File: config.mk
export PLATFORM = sky130hd
export DESIGN_NAME = gdp_port_config
export DESIGN_NICKNAME = d
export VERILOG_FILES = /design/src/pkg/gdp_pkg.sv /design/src/rtl/gdp_port_config.sv /design/src/rtl/gdp_bus_cond.sv /design/src/rtl/gdp_pad_stage.sv
export VERILOG_INCLUDE_DIRS = /design/src /design/src/pkg
export SDC_FILE = /design/constraint.sdc
export NUM_CORES = 1
export LEC_CHECK = 0
export ABC_AREA = 1
export ABC_CLOCK_PERIOD_IN_PS = 2000
export BUFFER_PORTS_ARGS = -buffer_cell sky130_fd_sc_hd__buf_2
export CORE_ASPECT_RATIO = 1.4
export CORE_MARGIN = 4
export CORE_UTILIZATION = 35
export DETAILED_ROUTE_END_ITERATION = 8
export MAX_ROUTING_LAYER = met4
export PLACE_DENSITY_LB_ADDON = 0.1
export REMOVE_ABC_BUFFERS = 1
export SYNTH_ARGS = -nofsm -noshare
export SYNTH_HDL_FRONTEND = slang
export SYNTH_SLANG_ARGS = --single-unit
File: constraint.sdc
create_clock -name sys_clk_i -period 2 [get_ports sys_clk_i]
set_clock_uncertainty 0.05 [all_clocks]
set_input_delay 0.2 -clock sys_clk_i [delete_from_list [all_inputs] [get_ports sys_clk_i]]
set_output_delay 0.2 -clock sys_clk_i [all_outputs]
set_load 0.01 [all_outputs]
File: src/pkg/gdp_consts.svh
// Command codes, reset values and finger masks for the port configuration slice.
// Assumes inclusion by bare name from the package and the bench.
`ifndef GDP_CONSTS_SVH
`define GDP_CONSTS_SVH

// Drive strength bytes, four pins per byte, two bits per pin
`define GDP_CMD_DRIVE_0 8'h40
`define GDP_CMD_DRIVE_1 8'h41
`define GDP_CMD_DRIVE_2 8'h42
`define GDP_CMD_DRIVE_3 8'h43
// Pull resistor enable and selection pairs
`define GDP_CMD_PULL_EN_LO 8'h46
`define GDP_CMD_PULL_EN_HI 8'h47
`define GDP_CMD_PULL_SEL_LO 8'h48
`define GDP_CMD_PULL_SEL_HI 8'h49

// Storage slots behind the command codes
`define GDP_IDX_DRIVE_0 3'h0
`define GDP_IDX_PULL_EN_LO 3'h4
`define GDP_IDX_PULL_SEL_LO 3'h6

// Reset values: full drive, resistors off, pull-up selected
`define GDP_RST_DRIVE 8'hFF
`define GDP_RST_PULL_EN 8'h00
`define GDP_RST_PULL_SEL 8'hFF

// Pair partner is found by flipping the low command bit
`define GDP_PAIR_FLIP 8'h01
// Slave address used when none is given
`define GDP_DEV_ADDR 7'h20
// Finger masks per drive strength code
`define GDP_FINGERS_00 4'h0
`define GDP_FINGERS_01 4'h1
`define GDP_FINGERS_10 4'h3
`define GDP_FINGERS_11 4'hF

`endif

File: src/pkg/gdp_pkg.sv
// Types shared by the port configuration slice.
// Assumes the constants header sits on the include path.
package gdp_pkg;
    `include "gdp_consts.svh"

    // Serial slave sequencer states; nine of them, so three bits cannot hold them
    typedef enum logic [3:0] {
        GDP_IDLE,
        GDP_ADDR,
        GDP_ADDR_ACK,
        GDP_CMD,
        GDP_CMD_ACK,
        GDP_WDATA,
        GDP_WDATA_ACK,
        GDP_RDATA,
        GDP_MACK
    } gdp_state_e;

    // Storage slot index
    typedef logic [2:0] gdp_idx_t;
endpackage

File: src/rtl/gdp_port_config.sv
// Serial-bus slave holding drive strength and pull resistor registers,
// with the pad stage it steers.
// Assumes bus lines and pin inputs are synchronous to sys_clk_i and
// that SCL stays well below a quarter of the system clock rate.
`timescale 1ns/1ps
`default_nettype none

module gdp_port_config
    import gdp_pkg::*;
#(
    parameter int PINS = 16,
    parameter logic [6:0] DEV_ADDR = `GDP_DEV_ADDR
)
(
    input wire logic sys_clk_i,
    input wire logic reset_n_i,
    input wire logic scl_i,
    input wire logic sda_i,
    output logic sda_o,
    output logic sda_oe_o,
    input wire logic [PINS-1:0] dir_in_i,
    input wire logic [PINS-1:0] out_data_i,
    output logic [PINS-1:0] pad_o,
    output logic [PINS-1:0] pad_oe_o,
    output logic [4*PINS-1:0] finger_en_o,
    output logic [PINS-1:0] pull_up_en_o,
    output logic [PINS-1:0] pull_dn_en_o,
    output logic busy_o
);
    // Maps a command code to {valid, slot}
    function automatic logic [3:0] map_cmd(input logic [7:0] cmd);
        logic [3:0] r;
        r = 4'h0;
        unique case (cmd)
            `GDP_CMD_DRIVE_0: r = {1'h1, 3'h0};
            `GDP_CMD_DRIVE_1: r = {1'h1, 3'h1};
            `GDP_CMD_DRIVE_2: r = {1'h1, 3'h2};
            `GDP_CMD_DRIVE_3: r = {1'h1, 3'h3};
            `GDP_CMD_PULL_EN_LO: r = {1'h1, 3'h4};
            `GDP_CMD_PULL_EN_HI: r = {1'h1, 3'h5};
            `GDP_CMD_PULL_SEL_LO: r = {1'h1, 3'h6};
            `GDP_CMD_PULL_SEL_HI: r = {1'h1, 3'h7};
            default: r = 4'h0;
        endcase
        return r;
    endfunction

    // Bus events from the detector
    logic start_p;
    logic stop_p;
    logic rise_p;
    logic fall_p;
    logic sda_s;

    // Sequencer state and byte bookkeeping
    gdp_state_e state;
    logic [2:0] bit_cnt;
    logic [6:0] rx_sh;
    logic [7:0] tx_sh;
    logic rw_read;
    logic ack_seen;
    logic sda_low;
    // Command pointer, flips within a pair
    logic [7:0] cmd_q;
    // Register storage, addressed by slot
    logic [7:0] regs [0:7];

    // Decoded helpers
    logic rx_state;
    logic got_byte;
    logic [7:0] rx_byte;
    logic [3:0] map_q;
    logic [7:0] rd_byte;
    logic ack_state;

    gdp_bus_cond u_cond (
        .sys_clk_i(sys_clk_i),
        .reset_n_i(reset_n_i),
        .scl_i(scl_i),
        .sda_i(sda_i),
        .start_o(start_p),
        .stop_o(stop_p),
        .scl_rise_o(rise_p),
        .scl_fall_o(fall_p),
        .sda_o(sda_s)
    );

    // Byte capture on the eighth rising clock
    assign rx_state = (state == GDP_ADDR) || (state == GDP_CMD) || (state == GDP_WDATA);
    assign got_byte = rx_state & rise_p & (bit_cnt == 3'h7);
    assign rx_byte = {rx_sh, sda_s};
    assign ack_state = (state == GDP_ADDR_ACK) || (state == GDP_CMD_ACK)
        || (state == GDP_WDATA_ACK);
    // Unmapped codes read as zero
    assign map_q = map_cmd(cmd_q);
    assign rd_byte = map_q[3] ? regs[map_q[2:0]] : 8'h00;

    // Open-drain data line: only ever pulls low
    assign sda_o = 1'h0;
    assign sda_oe_o = sda_low;
    assign busy_o = (state != GDP_IDLE);

    // Sequencer transitions
    always_ff @(posedge sys_clk_i or negedge reset_n_i)
    begin
        if (!reset_n_i)
        begin
            state <= GDP_IDLE;
            rw_read <= 1'h0;
            ack_seen <= 1'h0;
        end
        else if (start_p)
        begin
            // Start or repeated start
            state <= GDP_ADDR;
            ack_seen <= 1'h0;
        end
        else if (stop_p)
        begin
            state <= GDP_IDLE;
            ack_seen <= 1'h0;
        end
        else
        begin
            unique case (state)
                GDP_IDLE: state <= GDP_IDLE;
                GDP_ADDR:
                begin
                    if (got_byte)
                    begin
                        // Foreign address: stay off the bus
                        if (rx_byte[7:1] == DEV_ADDR)
                        begin
                            state <= GDP_ADDR_ACK;
                            rw_read <= rx_byte[0];
                        end
                        else
                        begin
                            state <= GDP_IDLE;
                        end
                    end
                end
                GDP_CMD: state <= got_byte ? GDP_CMD_ACK : GDP_CMD;
                GDP_WDATA: state <= got_byte ? GDP_WDATA_ACK : GDP_WDATA;
                GDP_ADDR_ACK:
                begin
                    // Second falling edge ends the acknowledge
                    if (fall_p && sda_low)
                    begin
                        state <= rw_read ? GDP_RDATA : GDP_CMD;
                    end
                end
                GDP_CMD_ACK:
                begin
                    if (fall_p && sda_low)
                    begin
                        state <= GDP_WDATA;
                    end
                end
                GDP_WDATA_ACK:
                begin
                    if (fall_p && sda_low)
                    begin
                        state <= GDP_WDATA;
                    end
                end
                GDP_RDATA:
                begin
                    if (rise_p && (bit_cnt == 3'h7))
                    begin
                        state <= GDP_MACK;
                        ack_seen <= 1'h0;
                    end
                end
                GDP_MACK:
                begin
                    // Not-acknowledge ends the read; wait for stop
                    if (rise_p && sda_s)
                    begin
                        state <= GDP_IDLE;
                    end
                    else if (rise_p)
                    begin
                        ack_seen <= 1'h1;
                    end
                    else if (fall_p && ack_seen)
                    begin
                        state <= GDP_RDATA;
                        ack_seen <= 1'h0;
                    end
                end
            endcase
        end
    end

    // Bit counter and receive shifter
    always_ff @(posedge sys_clk_i or negedge reset_n_i)
    begin
        if (!reset_n_i)
        begin
            bit_cnt <= 3'h0;
            rx_sh <= 7'h00;
        end
        else if (start_p || stop_p)
        begin
            bit_cnt <= 3'h0;
        end
        else if (rise_p && (rx_state || state == GDP_RDATA))
        begin
            // Three bits wrap to zero after each byte
            bit_cnt <= bit_cnt + 3'h1;
            rx_sh <= rx_byte[6:0];
        end
    end

    // Data line drive and transmit shifter
    always_ff @(posedge sys_clk_i or negedge reset_n_i)
    begin
        if (!reset_n_i)
        begin
            sda_low <= 1'h0;
            tx_sh <= 8'h00;
        end
        else if (start_p || stop_p)
        begin
            sda_low <= 1'h0;
        end
        else if (fall_p)
        begin
            unique case (state)
                GDP_ADDR_ACK:
                begin
                    // Leaving a read acknowledge drives the first bit
                    if (sda_low && rw_read)
                    begin
                        sda_low <= ~rd_byte[7];
                        tx_sh <= {rd_byte[6:0], 1'h0};
                    end
                    else
                    begin
                        sda_low <= ~sda_low;
                    end
                end
                GDP_CMD_ACK,
                GDP_WDATA_ACK: sda_low <= ~sda_low;
                GDP_RDATA:
                begin
                    sda_low <= ~tx_sh[7];
                    tx_sh <= {tx_sh[6:0], 1'h0};
                end
                GDP_MACK:
                begin
                    // Master acked: next byte of the pair goes out
                    if (ack_seen)
                    begin
                        sda_low <= ~rd_byte[7];
                        tx_sh <= {rd_byte[6:0], 1'h0};
                    end
                    else
                    begin
                        sda_low <= 1'h0;
                    end
                end
                default: sda_low <= 1'h0;
            endcase
        end
    end

    // Command pointer
    always_ff @(posedge sys_clk_i or negedge reset_n_i)
    begin
        if (!reset_n_i)
        begin
            cmd_q <= 8'h00;
        end
        else if (got_byte && state == GDP_CMD)
        begin
            cmd_q <= rx_byte;
        end
        else if ((got_byte && state == GDP_WDATA)
            || (rise_p && state == GDP_RDATA && bit_cnt == 3'h7))
        begin
            cmd_q <= cmd_q ^ `GDP_PAIR_FLIP;
        end
    end

    // Register storage; writes land on the eighth bit
    always_ff @(posedge sys_clk_i or negedge reset_n_i)
    begin
        if (!reset_n_i)
        begin
            for (int i = 0; i < 4; i++)
            begin
                regs[i] <= `GDP_RST_DRIVE;
            end
            regs[`GDP_IDX_PULL_EN_LO] <= `GDP_RST_PULL_EN;
            regs[`GDP_IDX_PULL_EN_LO + 3'h1] <= `GDP_RST_PULL_EN;
            regs[`GDP_IDX_PULL_SEL_LO] <= `GDP_RST_PULL_SEL;
            regs[`GDP_IDX_PULL_SEL_LO + 3'h1] <= `GDP_RST_PULL_SEL;
        end
        else if (got_byte && state == GDP_WDATA && map_q[3])
        begin
            regs[map_q[2:0]] <= rx_byte;
        end
    end

    // Pad stage fed from the stored fields
    gdp_pad_stage #(
        .PINS(PINS)
    ) u_pad (
        .sys_clk_i(sys_clk_i),
        .reset_n_i(reset_n_i),
        .dir_in_i(dir_in_i),
        .out_data_i(out_data_i),
        .drive_code_i({regs[3], regs[2], regs[1], regs[0]}),
        .pull_enable_i({regs[5], regs[4]}),
        .pull_select_i({regs[7], regs[6]}),
        .pad_o(pad_o),
        .pad_oe_o(pad_oe_o),
        .finger_en_o(finger_en_o),
        .pull_up_en_o(pull_up_en_o),
        .pull_dn_en_o(pull_dn_en_o)
    );
endmodule
`default_nettype wire

File: src/rtl/gdp_bus_cond.sv
// Edge and condition detector for the two serial bus lines.
// Assumes the lines are already synchronous to the system clock.
`timescale 1ns/1ps
`default_nettype none
module gdp_bus_cond
    import gdp_pkg::*;
(
    input wire logic sys_clk_i,
    input wire logic reset_n_i,
    input wire logic scl_i,
    input wire logic sda_i,
    output logic start_o,
    output logic stop_o,
    output logic scl_rise_o,
    output logic scl_fall_o,
    output logic sda_o
);
    // Previous samples, idle-high like the bus
    logic scl_q;
    logic sda_q;

    // Keep one cycle of history on both lines
    always_ff @(posedge sys_clk_i or negedge reset_n_i)
    begin
        if (!reset_n_i)
        begin
            scl_q <= 1'h1;
            sda_q <= 1'h1;
        end
        else
        begin
            scl_q <= scl_i;
            sda_q <= sda_i;
        end
    end

    // Start: data falls while clock stays high
    assign start_o = scl_q & scl_i & sda_q & ~sda_i;
    assign stop_o = scl_q & scl_i & ~sda_q & sda_i;
    assign scl_rise_o = ~scl_q & scl_i;
    assign scl_fall_o = scl_q & ~scl_i;
    assign sda_o = sda_i;
endmodule
`default_nettype wire

File: src/rtl/gdp_pad_stage.sv
// Output stage model: direction, data, finger enables and pull resistors.
// Assumes configuration words arrive already decoded per pin.
`timescale 1ns/1ps
`default_nettype none
module gdp_pad_stage
    import gdp_pkg::*;
#(
    parameter int PINS = 16
)
(
    input wire logic sys_clk_i,
    input wire logic reset_n_i,
    input wire logic [PINS-1:0] dir_in_i,
    input wire logic [PINS-1:0] out_data_i,
    input wire logic [2*PINS-1:0] drive_code_i,
    input wire logic [PINS-1:0] pull_enable_i,
    input wire logic [PINS-1:0] pull_select_i,
    output logic [PINS-1:0] pad_o,
    output logic [PINS-1:0] pad_oe_o,
    output logic [4*PINS-1:0] finger_en_o,
    output logic [PINS-1:0] pull_up_en_o,
    output logic [PINS-1:0] pull_dn_en_o
);
    // Code to finger mask; 10 gives half of full strength
    function automatic logic [3:0] finger_mask(input logic [1:0] code);
        logic [3:0] m;
        m = `GDP_FINGERS_00;
        unique case (code)
            2'h0: m = `GDP_FINGERS_00;
            2'h1: m = `GDP_FINGERS_01;
            2'h2: m = `GDP_FINGERS_10;
            2'h3: m = `GDP_FINGERS_11;
        endcase
        return m;
    endfunction

    // Registered pad controls, so no glitch reaches the pins
    always_ff @(posedge sys_clk_i or negedge reset_n_i)
    begin
        if (!reset_n_i)
        begin
            pad_o <= '0;
            pad_oe_o <= '0;
            finger_en_o <= '0;
            pull_up_en_o <= '0;
            pull_dn_en_o <= '0;
        end
        else
        begin
            for (int p = 0; p < PINS; p++)
            begin
                pad_o[p] <= out_data_i[p];
                pad_oe_o[p] <= ~dir_in_i[p];
                finger_en_o[4*p +: 4] <= dir_in_i[p] ? 4'h0
                    : finger_mask(drive_code_i[2*p +: 2]);
                pull_up_en_o[p] <= dir_in_i[p] & pull_enable_i[p] & pull_select_i[p];
                pull_dn_en_o[p] <= dir_in_i[p] & pull_enable_i[p] & ~pull_select_i[p];
            end
        end
    end
endmodule
`default_nettype wire

Yosys cells after proc, flatten, opt, wreduce, memory -nomap -nowiden
Index checks and enable logic that the tools add are counted.

Add/subtract/negate cells: 1. Multiplexer cells: 73. Eq/ne operators: 76. Bitwise operators: 101. Order comparisons: 2. Reduce and logical (&&, ||, !) cells: 46.

Operators with widths (number): 4-bit one-hot mux with 4 select lines (16); 4-bit 2-to-1 mux (25); 64-bit bitwise mux (1); 2-bit == test (second input constant) (32); 8-bit by 7-bit == test with 1-bit output (second input constant) (8); 4-bit one-hot mux with 8 select lines (2); 1-bit AND (57); 8-bit 2-to-1 mux (7); 1-bit inverter (43); 2-bit by 1-bit == test with 1-bit output (second input constant) (16); 2-bit zero test (16); 8-bit binary-select mux with 3-bit select (1); 8-bit demux with 3-bit select (1); 8-bit one-hot mux with 3 select lines (1); 4-bit by 3-bit == test with 1-bit output (second input constant) (4); 5-bit inequality test (second input constant) (3); 1-bit logical AND (12); 3-bit 2-to-1 mux (4); 4-bit inequality test (second input constant) (3); 1-bit 2-to-1 mux (11); 5-bit AND reduction (2); 4-bit by 2-bit == test with 1-bit output (second input constant) (2); 4-bit nonzero test (2); 7-bit by 6-bit == test with 1-bit output (second input constant) (1); other kinds (22) (29).

Output and inout bits: 131. Flip-flop bits (word level): 227.

Depth between registers and ports, before layout
Depth in word-level cells: 12. Depth in mapped cells: 14.

By module
Synthesis repeated with hierarchy kept, for this count alone.

Cell total of the unflattened synthesis: 920. Area, all modules: 8722.1 um^2.

By module, submodules not included: gdp_port_config (instances 1, sequential area each 2462.4 um^2, area an instance 5037.3 um^2, cells each 602); gdp_pad_stage (instances 1, sequential area each 2802.7 um^2, area an instance 3583.4 um^2, cells each 304); gdp_bus_cond (instances 1, sequential area each 52.6 um^2, area an instance 101.3 um^2, cells each 14).

Worst setup path before layout
OpenSTA, ideal clock, no wires.

Path type: register to register. Start: register bit_cnt[0]. End: register regs[30] in the netlist's numbering. Slack: 0.096 ns. Cell stages (with the launch flop): 11. Arrival: 1.727 ns. Path through: dfrtp_1 -> ha_1 -> ha_1 -> nand2_2 -> nor2_4 -> nand2_2 -> nor3_4 -> nand3b_4 -> buf_6 -> nand2_1 -> o21ai_2.

Longest elaborated chain between the ends: 4.

RTL lines: start, declared (line gdp_port_config.sv:57) `logic [2:0] bit_cnt;`; start signal, assigned (line gdp_port_config.sv:211) `bit_cnt <= bit_cnt + 3'h1;`; 3-bit == test (line gdp_port_config.sv:90) `assign got_byte = rx_state & rise_p & (bit_cnt == 3'h7);`; 1-bit AND (line gdp_port_config.sv:90); 1-bit logical AND (2 in a row) (line gdp_port_config.sv:301) `else if (got_byte && state == GDP_WDATA && map_q[3])`; end signal, assigned by index (line gdp_port_config.sv:298) `` regs[`GDP_IDX_PULL_SEL_LO] <= `GDP_RST_PULL_SEL; ``; end signal, assigned by index (line gdp_port_config.sv:299) `` regs[`GDP_IDX_PULL_SEL_LO + 3'h1] <= `GDP_RST_PULL_SEL; ``; end signal, assigned by index (line gdp_port_config.sv:303) `regs[map_q[2:0]] <= rx_byte;`; end, declared (line gdp_port_config.sv:66) `logic [7:0] regs [0:7];`.

Every way passes these cells. A chain may end at the register's enable or synchronous reset.

Final worst setup path
Start: register bit_cnt[0]. End: register regs[61] in the netlist's numbering.

Same word-level chain as after synthesis.

==> run summary <==
status: finished clean
commonest non-fill, non-tap cells in the layout: 171 x nand2_1, 164 x buf_2, 160 x dfrtp_1, 115 x inv_1, 64 x o21ai_0
Fmax achieved: 519 MHz
TritonCTS clock tree: built
met2 track demand over resource in global routing: 0.326
number of antenna violations at the first check in global routing: 0
count of clock tree sinks: 210
Clk Tree Root Cell: clkbuf_16
final layout net count: 1145
most congested layer reported by global routing: met2
primary flip-flop cell chosen by synthesis mapping: dfrtp_1
insertion delay to the later sink of the worst-skew pair: 0.51 ns
final hold violation count: 0
post-place instance area: 9880 um2
largest net degree at the start of global routing: 55
I/O pin cnt: 167
vias per cell: 4.74
capturing element of the worst setup path: regs[61]
clock-pin slew on the worst setup and hold paths: 0.06 ns
Post-synth ARST share: 1.00
average size of a mapped cell: 9.73 um2
maximum number of buffers from clock root to sink: 3
netlist area before placement: 8520 um2
via count of the first global-routing pass: 6926
finished layout cell area: 11100 um2
kind of end point of the critical path: flip-flop
data arrival time of the critical path: 2.31 ns
max-cap violation count: 0
ratio of cells with drive above 1 in the final layout: 0.298
Worst Hold Class: in -> async
Leakage Power: 5.49 nW
fin crit share: 0.964
DRT iter0 DRCs: 358
number of instances in the placed design: 1351
most used cell, CP: ha_2
DR pass1 iterations: 5
startpoint class of the critical path: flip-flop
maximum resistive drop on vdd: 1.05 mV
fin worst setup slack: 0.0723 ns
CP delay by family, top: simple AND/OR/NAND/NOR gates
flop and latch count out of synthesis: 210
sum of buffers and inverters on the critical path: 1
startpoint of the most critical register-to-register path: bit_cnt[0]
final std cells w/o fill: 1434
via count: 6790
total global routing overflow: 0
Min Clock Period, post-route: 1.93 ns
cell taking the most area after synthesis: dfrtp_1
DRC Markers: 0
diode insertion count for antenna repair: 0
cells on worst reg2reg path: 10
maximum level of the CTS H-tree: 1
post-place setup slack: -0.0180 ns
final HPWL from detailed placement: 17000 um
Setup Viol. Count Final: 0
post-route antenna net violation count: 0
effective utilization at floorplan: 0.355
cells traversed along the worst timing path: ha_2, ha_2, nand2_2, nor2_4, nand2_4, nor3_4, buf_12, nand3_4, nand2_1, o21ai_2
Design Power: 10.1 mW
DIE HEIGHT: 193 um
crit-path max cell delay: 0.37 ns
R2R Setup Slk: 0.07 ns
areal power density over the cells: 903 nW/um2
global placement routability congestion: 0.834
number of port buffers: 165
global-route wire length before repair: 37700 um
CP Depth: 10
cell row count: 67
final setup TNS: 0 ns
worst hold slack: 0.151 ns
Synthesis Warnings: 0
most common cell after layout, fill and taps aside: nand2_1
sequential area share after synthesis: 0.624
post-layout util: 0.465
relative area change from synthesis to final layout: 30.9%
final-report max-slew violation count: 0
synthesized instance count: 875
met1 routing resource usage after global routing: 0.210
Crit Path Max Fanout: 16
launch point of the worst path: bit_cnt[0]
distinct cell type count after synthesis: 42
number of clock buffers inserted by TritonCTS: 23
r2r endpoint: regs[61]
sum of routed wire length over all layers: 23800 um
die footprint: 26900 um2
CP Class: reg -> reg
share of the synthesized area in the top cell type: 0.470
slowest CP cell: dfrtp_1
WL/cell: 16.6 um
data required time of the critical path: 2.38 ns
leading cell types by total area after synthesis: dfrtp_1 47%, dfstp_2 15%, nand2_1 7.5%
combined global-route utilization of all metal layers: 0.181
total core area: 24000 um2
met3 Usage GRT: 0.0278
number of flops mapped to enable cells by yosys: 0
horizontal die dimension: 140 um
## cells by family (layout without fill, tap and decap cells)
logic type / Yosys count / count (layout) / synth area share
AOI/OAI and AO/OA: 152 / 152 / 0.0996
and+or+nand+nor: 343 / 344 / 0.186
xor gates and xnor gates: 1 / 1 / 0.00103
adders and majority gates: 2 / 2 / 0.00294
DFF: 210 / 210 / 0.624
buffers and inverters: 166 / 414 / 0.0855
other: 1 / 1 / 0.000440
## per-layer routing
layer  routed length, um  vias to the layer above  part of all wire
li1                    -                     3294                 -
met3                1160                       49             0.049
met1                9440                     3272              0.40
met5                   0                        -                 0
met2               12600                      175              0.53
met4                 638                        0             0.027
## state kept, by name, indices dropped and copies added (netlist names)
signal / cells
state: 4
u_pad.pull_dn_en_o: 16
cmd_q: 8
u_pad.pull_up_en_o: 16
regs: 64
u_pad.pad_oe_o: 16
sda_oe_o: 1
rw_read: 1
u_pad.finger_en_o: 48
tx_sh: 7
u_cond.sda_q: 1
u_cond.scl_q: 1
rx_sh: 7
u_pad.pad_o: 16
bit_cnt: 3
ack_seen: 1
## worst min path at each step
stage	startpoint	endpoint	cells after the start
after global routing	reset_n_i	u_pad.pad_o[8]	2
after floorplan	reset_n_i	ack_seen	0
after CTS	reset_n_i	u_pad.pad_o[14]	2
after global placement	reset_n_i	u_pad.pad_o[14]	1
after detailed placement	reset_n_i	u_pad.pad_o[14]	1
final	reset_n_i	u_pad.pad_o[5]	2
## what timing repair did
item,in CTS,in global routing
pin swaps,0,1
hold buffers,35,0
endpoints found under the setup margin,15,39
buffers inserted,4,1
gates cloned,1,1
endpoints found under the hold margin,281,0
gates resized for setup,2,11
## cells in the mapped netlist, types with 3 or more instances
| cell | n |
|---|---|
| buf_4 | 17 |
| nand2_2 | 5 |
| a21boi_0 | 4 |
| buf_6 | 4 |
| o21ai_1 | 20 |
| a21oi_1 | 34 |
| nand3_1 | 47 |
| dfstp_2 | 50 |
| nand4_1 | 18 |
| o211ai_1 | 7 |
| dfrtp_1 | 160 |
| inv_1 | 115 |
| nand2_1 | 171 |
| nor3_1 | 44 |
| clkbuf_1 | 17 |
| inv_2 | 3 |
| buf_2 | 9 |
| o21ai_0 | 69 |
| o21ai_2 | 8 |
| nor2_1 | 43 |
| and3_1 | 3 |
## power breakdown
group	switching [mW]	internal, mW
Sequential	0.0990	4.40
Clock	1.71	2.80
Combinational	0.713	0.345
## cell type report
class | count | area, um2
Clock buffer | 34 | 657
Inverter | 119 | 447
Timing Repair Buffer | 253 | 1680
Fill cell | 2360 | 12800
Clock inverter | 8 | 153
Sequential cell | 210 | 5320
Multi-Input combinational cell | 500 | 2510
Tap cell | 310 | 388
(Power assumes the default switching activity.)
